`src/core/rcr_regs.svh`:
```
// Constants of the register file and execution core
`ifndef RCR_REGS_SVH
`define RCR_REGS_SVH

// ****************************************
// Sizes
// ****************************************
`define RCR_NREG       32
`define RCR_PC_W       9
`define RCR_STK_DEPTH  3
`define RCR_NIRQ       4

// ****************************************
// Addresses and reset values
// ****************************************
`define RCR_IO_STATUS  6'h3f
`define RCR_PTR_IDX    5'h1e
`define RCR_UPPER_OFS  5'h10
`define RCR_RESET_PC   9'h000
`define RCR_STATUS_RST 8'h00
`define RCR_RC_FREQ_HZ 1000000

// ****************************************
// Status register bit positions
// ****************************************
`define RCR_BIT_I      7
`define RCR_BIT_V      3
`define RCR_BIT_N      2
`define RCR_BIT_Z      1
`define RCR_BIT_C      0

`endif

```
`src/core/rcr_pkg.sv`:
```
// Types of the register file and execution core
package rcr_pkg;

  typedef enum logic [4:0] {
    OP_NOP           = 5'b00000,
    OP_ADD           = 5'b00001,
    OP_ADC           = 5'b00010,
    OP_SUB           = 5'b00011,
    OP_SBC           = 5'b00100,
    OP_CP            = 5'b00101,
    OP_AND           = 5'b00110,
    OP_OR            = 5'b00111,
    OP_EOR           = 5'b01000,
    OP_MOV           = 5'b01001,
    OP_SUB_IMM       = 5'b01010,
    OP_SUB_CARRY_IMM = 5'b01011,
    OP_CMP_IMM       = 5'b01100,
    OP_AND_IMM       = 5'b01101,
    OP_OR_IMM        = 5'b01110,
    OP_LOAD_IMM      = 5'b01111,
    OP_COM           = 5'b10000,
    OP_NEG           = 5'b10001,
    OP_INC           = 5'b10010,
    OP_DEC           = 5'b10011,
    OP_LSR           = 5'b10100,
    OP_REL_JUMP      = 5'b10101,
    OP_REL_CALL      = 5'b10110,
    OP_RET           = 5'b10111,
    OP_RET_INT       = 5'b11000,
    OP_SLEEP         = 5'b11001,
    OP_SEI           = 5'b11010,
    OP_CLI           = 5'b11011,
    OP_IN            = 5'b11100,
    OP_OUT           = 5'b11101,
    OP_LD_PTR        = 5'b11110,
    OP_ST_PTR        = 5'b11111
  } rcr_op_e;

  typedef enum logic [1:0] {
    ST_RUN   = 2'b00,
    ST_IDLE  = 2'b01,
    ST_PDOWN = 2'b10
  } rcr_state_e;

  typedef struct packed {
    logic       we;
    logic [5:0] addr;
    logic [7:0] data;
  } rcr_io_wr_s;

  typedef struct packed {
    logic [7:0] res;
    logic       c;
    logic       z;
    logic       n;
    logic       v;
  } rcr_alu_s;

endpackage : rcr_pkg

```
`src/core/rcr_core.sv`:
```
// Register file, pipeline, hardware stack, interrupts and sleep of the 8-bit core
//
// Contract
// - 32 registers of 8 bits; two reads, one ALU op, one write per cycle.
// - ALU works register-register, register-immediate and single-register.
// - Immediate ops and load-immediate reach only the upper sixteen registers.
// - Register-register and single-register ops reach all 32 registers.
// - Register 30 is an 8-bit pointer for indirect register access.
// - Two-stage pipeline prefetches next word while current one executes.
// - Every instruction is one 16-bit word at one program address.
// - Relative jump and call reach all 512 program words.
// - Calls and interrupts save return address in a three-level hardware stack.
// - Each interrupt source has its own vector at program memory start.
// - Among pending interrupts, the lowest vector address is served first.
// - Interrupts gated by global enable bit plus per-source enables outside.
// - The core reaches an I/O space of 64 locations.
// - Idle sleep halts execution; registers and interrupt logic keep running.
// - Power-down keeps registers, stops oscillator until external interrupt or reset.
// - Clock-select fuse at 0 picks the 1 MHz RC oscillator, else crystal.
// - Push into level 0 shifting deeper; pop from level 0 shifting up.
// - Beyond three nested levels the oldest address is silently lost.
// - Relative target is current address plus signed offset plus one.
// - Taking an interrupt clears global enable; return-from-interrupt sets it.
`timescale 1ns/1ps
`include "rcr_regs.svh"

module rcr_core
  import rcr_pkg::*;
(
  input  wire logic                     CORE_CLK,
  input  wire logic                     NRST,
  output      logic [`RCR_PC_W-1:0]     PROG_ADDR,
  input  wire logic [15:0]              PROG_DATA,
  output      logic [5:0]               IO_RD_ADDR,
  output      logic                     IO_RE,
  input  wire logic [7:0]               IO_RDATA,
  output      rcr_io_wr_s               IO_WR,
  input  wire logic [`RCR_NIRQ-1:0]     IRQ_PEND,
  output      logic [`RCR_NIRQ-1:0]     IRQ_ACK,
  input  wire logic                     EXT_WAKE,
  input  wire logic                     SLEEP_EN,
  input  wire logic                     SLEEP_PDOWN,
  input  wire logic                     RC_CLOCK_SELECT_FUSE,
  output      logic                     RC_CLK_SEL,
  output      logic                     OSC_STOP,
  output      logic                     CPU_HALTED
);

  // ****************************************
  // Functions
  // ****************************************
  function automatic rcr_op_e decode(input logic [15:0] w);
    rcr_op_e o;
    casez (w)
      16'h9508:              o = OP_RET;
      16'h9518:              o = OP_RET_INT;
      16'h9588:              o = OP_SLEEP;
      16'h9478:              o = OP_SEI;
      16'h94f8:              o = OP_CLI;
      16'b0000_11??_????_????: o = OP_ADD;
      16'b0001_11??_????_????: o = OP_ADC;
      16'b0001_10??_????_????: o = OP_SUB;
      16'b0000_10??_????_????: o = OP_SBC;
      16'b0001_01??_????_????: o = OP_CP;
      16'b0010_00??_????_????: o = OP_AND;
      16'b0010_10??_????_????: o = OP_OR;
      16'b0010_01??_????_????: o = OP_EOR;
      16'b0010_11??_????_????: o = OP_MOV;
      16'b0011_????_????_????: o = OP_CMP_IMM;
      16'b0100_????_????_????: o = OP_SUB_CARRY_IMM;
      16'b0101_????_????_????: o = OP_SUB_IMM;
      16'b0110_????_????_????: o = OP_OR_IMM;
      16'b0111_????_????_????: o = OP_AND_IMM;
      16'b1110_????_????_????: o = OP_LOAD_IMM;
      16'b1100_????_????_????: o = OP_REL_JUMP;
      16'b1101_????_????_????: o = OP_REL_CALL;
      16'b1001_010?_????_0000: o = OP_COM;
      16'b1001_010?_????_0001: o = OP_NEG;
      16'b1001_010?_????_0011: o = OP_INC;
      16'b1001_010?_????_1010: o = OP_DEC;
      16'b1001_010?_????_0110: o = OP_LSR;
      16'b1011_0???_????_????: o = OP_IN;
      16'b1011_1???_????_????: o = OP_OUT;
      16'b1000_000?_????_0000: o = OP_LD_PTR;
      16'b1000_001?_????_0000: o = OP_ST_PTR;
      default:               o = OP_NOP;
    endcase
    return o;
  endfunction : decode

  function automatic rcr_alu_s alu(input rcr_op_e o, input logic [7:0] a,
                                   input logic [7:0] b, input logic cin);
    rcr_alu_s r;
    logic [8:0] s;
    logic       sub;
    s   = 9'h000;
    sub = 1'b0;
    case (o)
      OP_ADD:           s = {1'b0, a} + {1'b0, b};
      OP_ADC:           s = {1'b0, a} + {1'b0, b} + {8'h00, cin};
      OP_SUB, OP_CP, OP_SUB_IMM, OP_CMP_IMM:
      begin
        s   = {1'b0, a} - {1'b0, b};
        sub = 1'b1;
      end
      OP_SBC, OP_SUB_CARRY_IMM:
      begin
        s   = {1'b0, a} - {1'b0, b} - {8'h00, cin};
        sub = 1'b1;
      end
      OP_AND, OP_AND_IMM: s = {1'b0, a & b};
      OP_OR, OP_OR_IMM:   s = {1'b0, a | b};
      OP_EOR:           s = {1'b0, a ^ b};
      OP_MOV, OP_LOAD_IMM: s = {1'b0, b};
      OP_COM:           s = {1'b1, ~a};
      OP_NEG:           s = 9'h000 - {1'b0, a};
      OP_INC:           s = {cin, a + 8'h01};
      OP_DEC:           s = {cin, a - 8'h01};
      OP_LSR:           s = {a[0], 1'b0, a[7:1]};
      default:          s = {1'b0, a};
    endcase
    r.res = s[7:0];
    r.c   = s[8];
    r.z   = (s[7:0] == 8'h00);
    r.n   = s[7];
    r.v   = sub ? ((a[7] != b[7]) && (s[7] != a[7]))
                : ((a[7] == b[7]) && (s[7] != a[7]) && (o == OP_ADD || o == OP_ADC));
    return r;
  endfunction : alu

  function automatic logic [`RCR_PC_W-1:0] vector_of(input logic [`RCR_NIRQ-1:0] p);
    logic [`RCR_PC_W-1:0] v;
    v = `RCR_RESET_PC;
    for (int i = `RCR_NIRQ - 1; i >= 0; i--)
    begin
      if (p[i])
        v = `RCR_PC_W'(i + 1);
    end
    return v;
  endfunction : vector_of

  // ****************************************
  // State
  // ****************************************
  logic [7:0]            rf_q   [0:`RCR_NREG-1];
  logic [`RCR_PC_W-1:0]  stk_q  [0:`RCR_STK_DEPTH-1];
  logic [`RCR_PC_W-1:0]  pc_q;
  logic [15:0]           ir_q;
  logic                  ir_valid_q;
  logic [7:0]            core_status_register_q;
  rcr_state_e            state_q;
  rcr_io_wr_s            io_wr_q;
  logic [`RCR_NIRQ-1:0]  irq_ack_q;
  logic                  rc_sel_q;

  // ****************************************
  // Execute stage
  // ****************************************
  rcr_op_e               op;
  rcr_alu_s              res;
  logic                  exec;
  logic                  take_irq;
  logic [4:0]            d_idx;
  logic [4:0]            r_idx;
  logic [4:0]            up_idx;
  logic [7:0]            imm;
  logic [7:0]            opa;
  logic [7:0]            opb;
  logic [5:0]            io_addr;
  logic [7:0]            indirect_pointer_reg;
  logic                  ptr_ok;
  logic                  is_imm;
  logic                  wr_en;
  logic [4:0]            wr_idx;
  logic [7:0]            wr_data;
  logic                  flags_en;
  logic                  redirect;
  logic [`RCR_PC_W-1:0]  target;
  logic                  push;
  logic                  pop;
  logic [`RCR_PC_W-1:0]  push_val;

  assign exec     = ir_valid_q && (state_q == ST_RUN);
  assign take_irq = exec && core_status_register_q[`RCR_BIT_I] && (|IRQ_PEND);
  assign op       = (exec && !take_irq) ? decode(ir_q) : OP_NOP;
  assign d_idx    = ir_q[8:4];
  assign r_idx    = {ir_q[9], ir_q[3:0]};
  assign up_idx   = `RCR_UPPER_OFS + {1'b0, ir_q[7:4]};
  assign imm      = {ir_q[11:8], ir_q[3:0]};
  assign io_addr  = {ir_q[10:9], ir_q[3:0]};
  assign indirect_pointer_reg = rf_q[`RCR_PTR_IDX];
  assign ptr_ok   = (indirect_pointer_reg[7:5] == 3'h0);
  assign is_imm   = (op == OP_SUB_IMM) || (op == OP_SUB_CARRY_IMM) || (op == OP_CMP_IMM)
                 || (op == OP_AND_IMM) || (op == OP_OR_IMM) || (op == OP_LOAD_IMM);
  assign opa      = is_imm ? rf_q[up_idx] : rf_q[d_idx];
  assign opb      = is_imm ? imm : rf_q[r_idx];
  assign res      = alu(op, opa, opb, core_status_register_q[`RCR_BIT_C]);

  assign IO_RD_ADDR = io_addr;
  assign IO_RE      = (op == OP_IN) && (io_addr != `RCR_IO_STATUS);

  always_comb
  begin
    wr_en    = 1'b0;
    wr_idx   = is_imm ? up_idx : d_idx;
    wr_data  = res.res;
    flags_en = 1'b0;
    redirect = 1'b0;
    target   = pc_q;
    push     = 1'b0;
    pop      = 1'b0;
    push_val = pc_q;
    if (take_irq)
    begin
      redirect = 1'b1;
      target   = vector_of(IRQ_PEND);
      push     = 1'b1;
      push_val = pc_q - `RCR_PC_W'(1);
    end
    unique case (op)
      OP_NOP, OP_SEI, OP_CLI, OP_OUT, OP_ST_PTR:
        wr_en = 1'b0;
      OP_CP, OP_CMP_IMM:
        flags_en = 1'b1;
      OP_MOV, OP_LOAD_IMM:
        wr_en = 1'b1;
      OP_ADD, OP_ADC, OP_SUB, OP_SBC, OP_AND, OP_OR, OP_EOR, OP_SUB_IMM,
      OP_SUB_CARRY_IMM, OP_AND_IMM, OP_OR_IMM, OP_COM, OP_NEG, OP_INC, OP_DEC, OP_LSR:
      begin
        wr_en    = 1'b1;
        flags_en = 1'b1;
      end
      OP_IN:
      begin
        wr_en   = 1'b1;
        wr_data = (io_addr == `RCR_IO_STATUS) ? core_status_register_q : IO_RDATA;
      end
      OP_LD_PTR:
      begin
        wr_en   = 1'b1;
        wr_data = ptr_ok ? rf_q[indirect_pointer_reg[4:0]] : 8'h00;
      end
      OP_REL_JUMP, OP_REL_CALL:
      begin
        redirect = 1'b1;
        target   = pc_q + ir_q[`RCR_PC_W-1:0];
        push     = (op == OP_REL_CALL);
      end
      OP_RET, OP_RET_INT:
      begin
        redirect = 1'b1;
        target   = stk_q[0];
        pop      = 1'b1;
      end
      OP_SLEEP:
        redirect = 1'b0;
    endcase
  end

  // ****************************************
  // Register file
  // ****************************************
  always_ff @(posedge CORE_CLK)
  begin
    if (!NRST)
    begin
      for (int i = 0; i < `RCR_NREG; i++)
        rf_q[i] <= 8'h00;
    end
    else if (wr_en)
      rf_q[wr_idx] <= wr_data;
    else if (op == OP_ST_PTR && ptr_ok)
      rf_q[indirect_pointer_reg[4:0]] <= rf_q[d_idx];
  end

  // ****************************************
  // Status register
  // ****************************************
  always_ff @(posedge CORE_CLK)
  begin
    if (!NRST)
      core_status_register_q <= `RCR_STATUS_RST;
    else if (take_irq)
      core_status_register_q[`RCR_BIT_I] <= 1'b0;
    else if (op == OP_RET_INT || op == OP_SEI)
      core_status_register_q[`RCR_BIT_I] <= 1'b1;
    else if (op == OP_CLI)
      core_status_register_q[`RCR_BIT_I] <= 1'b0;
    else if (op == OP_OUT && io_addr == `RCR_IO_STATUS)
      core_status_register_q <= rf_q[d_idx];
    else if (flags_en)
    begin
      core_status_register_q[`RCR_BIT_C] <= res.c;
      core_status_register_q[`RCR_BIT_Z] <= res.z;
      core_status_register_q[`RCR_BIT_N] <= res.n;
      core_status_register_q[`RCR_BIT_V] <= res.v;
    end
  end

  // ****************************************
  // Hardware return stack
  // ****************************************
  always_ff @(posedge CORE_CLK)
  begin
    if (!NRST)
    begin
      for (int i = 0; i < `RCR_STK_DEPTH; i++)
        stk_q[i] <= `RCR_RESET_PC;
    end
    else if (push)
    begin
      stk_q[0] <= push_val;
      for (int i = 1; i < `RCR_STK_DEPTH; i++)
        stk_q[i] <= stk_q[i-1];
    end
    else if (pop)
    begin
      for (int i = 0; i < `RCR_STK_DEPTH - 1; i++)
        stk_q[i] <= stk_q[i+1];
    end
  end

  // ****************************************
  // Fetch stage
  // ****************************************
  assign PROG_ADDR = pc_q;

  always_ff @(posedge CORE_CLK)
  begin
    if (!NRST)
    begin
      pc_q       <= `RCR_RESET_PC;
      ir_q       <= 16'h0000;
      ir_valid_q <= 1'b0;
    end
    else if (state_q != ST_RUN || op == OP_SLEEP)
      ir_valid_q <= 1'b0;
    else if (redirect)
    begin
      pc_q       <= target;
      ir_valid_q <= 1'b0;
    end
    else
    begin
      pc_q       <= pc_q + `RCR_PC_W'(1);
      ir_q       <= PROG_DATA;
      ir_valid_q <= 1'b1;
    end
  end

  // ****************************************
  // Sleep control
  // ****************************************
  always_ff @(posedge CORE_CLK)
  begin
    if (!NRST)
      state_q <= ST_RUN;
    else
    begin
      unique case (state_q)
        ST_RUN:
        begin
          if (op == OP_SLEEP && SLEEP_EN)
            state_q <= SLEEP_PDOWN ? ST_PDOWN : ST_IDLE;
        end
        ST_IDLE:
        begin
          if ((|IRQ_PEND) || EXT_WAKE)
            state_q <= ST_RUN;
        end
        ST_PDOWN:
        begin
          if (EXT_WAKE)
            state_q <= ST_RUN;
        end
        default:
          state_q <= ST_RUN;
      endcase
    end
  end

  assign OSC_STOP   = (state_q == ST_PDOWN);
  assign CPU_HALTED = (state_q != ST_RUN);

  // ****************************************
  // I/O writes and interrupt acknowledge
  // ****************************************
  always_ff @(posedge CORE_CLK)
  begin
    if (!NRST)
      io_wr_q <= '0;
    else
    begin
      io_wr_q.we   <= (op == OP_OUT) && (io_addr != `RCR_IO_STATUS);
      io_wr_q.addr <= io_addr;
      io_wr_q.data <= rf_q[d_idx];
    end
  end

  always_ff @(posedge CORE_CLK)
  begin
    if (!NRST)
      irq_ack_q <= '0;
    else if (take_irq)
      irq_ack_q <= IRQ_PEND & ~(IRQ_PEND - `RCR_NIRQ'(1));
    else
      irq_ack_q <= '0;
  end

  assign IO_WR   = io_wr_q;
  assign IRQ_ACK = irq_ack_q;

  // ****************************************
  // Clock source select
  // ****************************************
  always_ff @(posedge CORE_CLK)
  begin
    if (!NRST)
      rc_sel_q <= 1'b0;
    else
      rc_sel_q <= !RC_CLOCK_SELECT_FUSE;
  end

  assign RC_CLK_SEL = rc_sel_q;

endmodule : rcr_core

```
`config.mk`:
```
export PLATFORM = sky130hd
export DESIGN_NAME = rcr_core
export DESIGN_NICKNAME = d
export VERILOG_FILES = /design/src/core/rcr_pkg.sv /design/src/core/rcr_core.sv
export VERILOG_INCLUDE_DIRS = /design/src /design/src/core
export SDC_FILE = /design/constraint.sdc
export NUM_CORES = 1
export LEC_CHECK = 0
export BUFFER_PORTS_ARGS = -buffer_cell sky130_fd_sc_hd__buf_2
export CAP_MARGIN = 20
export CORE_MARGIN = 1.5
export CORE_UTILIZATION = 60
export CTS_BUF_LIST = sky130_fd_sc_hd__clkbuf_16
export CTS_CLUSTER_DIAMETER = 60
export DETAILED_ROUTE_END_ITERATION = 7
export HOLD_SLACK_MARGIN = 0.06
export PLACE_DENSITY_LB_ADDON = 0.08
export SYNTH_ARGS = -nofsm -noshare
export SYNTH_HDL_FRONTEND = slang
export SYNTH_SLANG_ARGS = --single-unit
```
`constraint.sdc`:
```
create_clock -name CORE_CLK -period 8.1 [get_ports CORE_CLK]
set_input_delay 0.81 -clock CORE_CLK [delete_from_list [all_inputs] [get_ports CORE_CLK]]
set_output_delay 0.81 -clock CORE_CLK [all_outputs]
set_load 0.02 [all_outputs]
```
==> summary.md <==
| Metric | Value |
|---|---|
| GP Congestion | `1.007` |
| HPWL Detailed | `just under 60,000 um` |
| I/O Pins | `72` |
| Placed Instances | `2,583` |
| H-Tree Depth | `2` |
| GR Util met2 | `approximately three fifths` |
| Leading cell type in the layout, fill and taps excluded | `nor2_1` |
| Final hold violation count | `0` |
| Setup TNS | `0 ps` |
| Final WL | `81,890 um` |
| Starting Density | `about three fifths` |
| Relative slew slack | `between 20% and 30%` |
| Worst Setup End Kind | `flop` |
| Static leakage power | `0.009468 uW` |
| NetSw | `around 1800 uW` |
| Worst Path Buf+Inv | `3` |
| RSZ-0062 raised after global routing | `no` |
| PwrDens | `205.6 nW/um2` |
| PortBufs | `between 70 and 80` |
| HP Class | `in2reg` |
| Die Y | `around 200 um` |
| Core area | `between 30,000 and 40,000 um2` |
| Synth Area in XOR/XNOR | `roughly 1.5%` |
| Compound-Gate Fraction of Synth Area | `under 10%` |
| Hold Buf Count CTS | `0` |
| Synth top area share | `35.40%` |
| Clock Latency Late Sink | `~570 ps` |
| Worst-path cell chain | `buf_4, mux4_2, a22oi_1, nand2_1, or3_1, nand2_2, inv_1, ha_1, fa_1, a21o_1, a21oi_1, nand2b_1, a21oi_1, a211oi_1, xor2_1, a22oi_1, o2111a_1, nand3_1, a211o_1, a21oi_2, buf_4, nor2_1` |
| Initial antenna violation count | `2` |
| Drt via density | `about 7.4` |
| Netlist cell types | `95` |
| Peak supply drop | `roughly 0.00019 V` |
| GRT overflow | `0` |
| Grt met1 use | `between 50 and 60%` |
| CTS clk-pin slew, worst paths | `about 60 ps` |
| Synth async-reset ratio | `0%` |
| Final #Nets | `between 2k and 2.5k` |
| Post-synthesis adder-cell area fraction | `under 10%` |
| Detailed Routing Iterations Pass 1 | `6` |
| Count of flip-flops with a built-in enable after synthesis | `283` |
| Sw Share | `~34%` |
| Final Max Tran Viols | `0` |
| Cts bufs inserted | `41` |
| First-pass GRT wire length | `about 120,000 um` |
| Top FF cell, synth | `edfxtp_1` |
| Outcome | `complete, no violations` |
| CP delay by family, top | `compound AO/OA/AOI/OAI gates` |
| Global-route total usage across every layer | `40.07%` |
| Mux cell area share after synthesis | `a little over a quarter` |
| Met3 Use GR | `approximately 8%` |
| WP data arrival | `7320 ps` |
| Number of global-route vias before repair | `between 15k and 20k` |
| Wire per inst | `about 31 um` |
| Register bit count reported by yosys | `349` |
| Postcts setup bufs | `0` |
| CP Launch Type | `flop` |
| Die X | `roughly 200 um` |
| Post-synth top area cell | `edfxtp_1` |
| Root Driver | `clkbuf_16` |
| # DRC | `0` |
| Max Clock Skew | `23.62 ps` |
| Average cell area after synthesis | `around 12 um2` |
| Syn Std Cell Area | `around 24,000 um2` |
| Max frequency | `0.1424 GHz` |
| Final core utilization | `between 60% and 70%` |
| Seq pwr share | `approximately two fifths` |
| Initial DRC count | `approximately 2.7k` |
| Biggest cell delay along the critical path | `approximately 660 ps` |
| Largest family of logic cells by synthesized area | `multiplexers` |
| Final setup fails | `0` |
| Worst Hold Slack | `399.6 ps` |
| Clk sinks | `about 350` |
| Ranking of synthesized cells by area | `edfxtp_1 (35%), mux4_2 (24%), dfxtp_1 (5.5%), nor2_1 (5.1%), nand2_1 (2.6%)` |
| Post-synthesis simple-gate area fraction | `15.12%` |
| Crit path time final | `7023 ps` |
| CTS-repair resized insts | `0` |
| Placement Rows | `between 70 and 80` |
| CTS tree | `yes` |
| Clk pwr share | `33.4%` |
| Area grow syn2layout | `9.553%` |
| Non-Filler Instances | `approximately 2.7k` |
| Clock buffer depth | `3` |
| Crit path kind | `reg2reg` |
| Gate count of the mapped netlist | `between 2k and 2.5k` |
| Worst Path Required | `8400 ps` |
| ANT nets after route | `0` |
| Post-synthesis sequential area ratio | `about two fifths` |
| Share of cells above drive strength 1 | `24.19%` |
| Yosys Warn Count | `0` |
| Via count | `19.59k` |
| Maxcap violations | `0` |
| Global routing's busiest layer | `met2` |
| Tightest Pin Transition | `between 1000 and 1500 ps` |
| Commonest cells after routing, fill and taps aside | `nor2_1 (324), edfxtp_1 (283), mux4_2 (251)` |
| Slowest CP cell | `dfxtp_2` |
| Final Cycle Share | `86.71%` |
| Die ar. | `41,220 um2` |
| Cell-internal power | `around 3600 uW` |
| CP Max Fanout | `32` |
| Largest net degree at the start of global routing | `59` |
| Comb pwr share | `27.4%` |
| Synthesized net count | `approximately 2.2k` |
-- path summary, 6_finish.rpt --
kind	from	end	slack (ps)	cells after the start
setup / recovery	ir_q[4]$_SDFFE_PN0P_	rf_q[5][6]$_SDFFCE_PN0P_	1080	22
setup reg to reg	ir_q[4]$_SDFFE_PN0P_	rf_q[5][6]$_SDFFCE_PN0P_	1080	22
hold reg to reg	core_status_register_q[2]$_SDFFE_PN0P_	core_status_register_q[2]$_SDFFE_PN0P_	490	2
hold / removal	RC_CLOCK_SELECT_FUSE	RC_CLK_SEL$_SDFF_PN0_	400	2
-- synthesized netlist by cell type (27+ instances only) --
library cell,n
nand2_1,168
dfxtp_1,66
ha_1,45
a22oi_1,28
o21ai_0,49
buf_2,41
mux2i_1,58
nor3_1,63
nor2_1,325
and2_1,29
xnor2_1,27
edfxtp_1,283
a21oi_1,74
mux4_2,251
inv_1,42
nand3_1,36
clkbuf_1,92
-- per-layer routing --
metal,part of all wire [%],vias up
li1,-,8139
met3,12,236
met5,0.018,-
met1,37,9759
met2,47,1455
met4,5.1,2
-- cell type report --
cell class | instances | area [um2]
Fill cell | 3036 | 13340
Timing Repair Buffer | 149 | 985.9
Sequential cell | 349 | 9834
Inverter | 45 | 168.9
Clock buffer | 42 | 1051
Tap cell | 525 | 656.9
Clock inverter | 31 | 237.7
Antenna cell | 1 | 2.502
Multi-Input combinational cell | 1517 | 13360
-- worst reg2reg max path: stages, from the launching register on --
cell      delay, ps
dfxtp_2         660
buf_4           540
mux4_2          600
a22oi_1         450
nand2_1         270
or3_1           400
nand2_2         260
inv_1            90
ha_1            240
fa_1            500
a21o_1          190
a21oi_1         210
nand2b_1        160
a21oi_1          90
a211oi_1        450
xor2_1          140
a22oi_1         200
o2111a_1        250
nand3_1         110
a211o_1         320
a21oi_2         140
buf_4           390
nor2_1          120
-- logic make-up after synthesis --
group,after synthesis
AND/OR/NAND/NOR,774
flip-flops,349
AO/OA/AOI/OAI,335
multiplexers,317
buffers and inverters,210
adder cells (fa/ha/maj),49
XOR/XNOR,42
-- sequential cells by signal, summed over array words and instances, names as in the netlist, named ones only --
signal,count
ir_valid_q,1
state_q,2
core_status_register_q,8
IRQ_ACK,4
rf_q,256
ir_q,16
stk_q,27
RC_CLK_SEL,1
PROG_ADDR,9
IO_WR,15
-- power groups by stage --
stage / registers [uW] / logic, uW / clock network [uW]
6_report: 2120 / 1480 / 1800
5_1_grt: 2130 / 1540 / 1860
4_1_cts: 2120 / 1440 / 1800
3_5_place_dp: 2150 / 1430 / 0
3_3_place_gp: 2150 / 1420 / 0
2_1_floorplan: 2100 / 990 / 0
-- metrics by stage --
step / area (um2) / worst slack, ps / power, uW
floorplan: 24010 / 1889 / 3086
CTS: 26260 / 1175 / 5360
global route: 26300 / 570.8 / 5540
global placement: 24960 / 1118 / 3572
detailed placement: 24980 / 959.9 / 3580
finish: 26300 / 1077 / 5407
(Power assumes the default switching activity.)
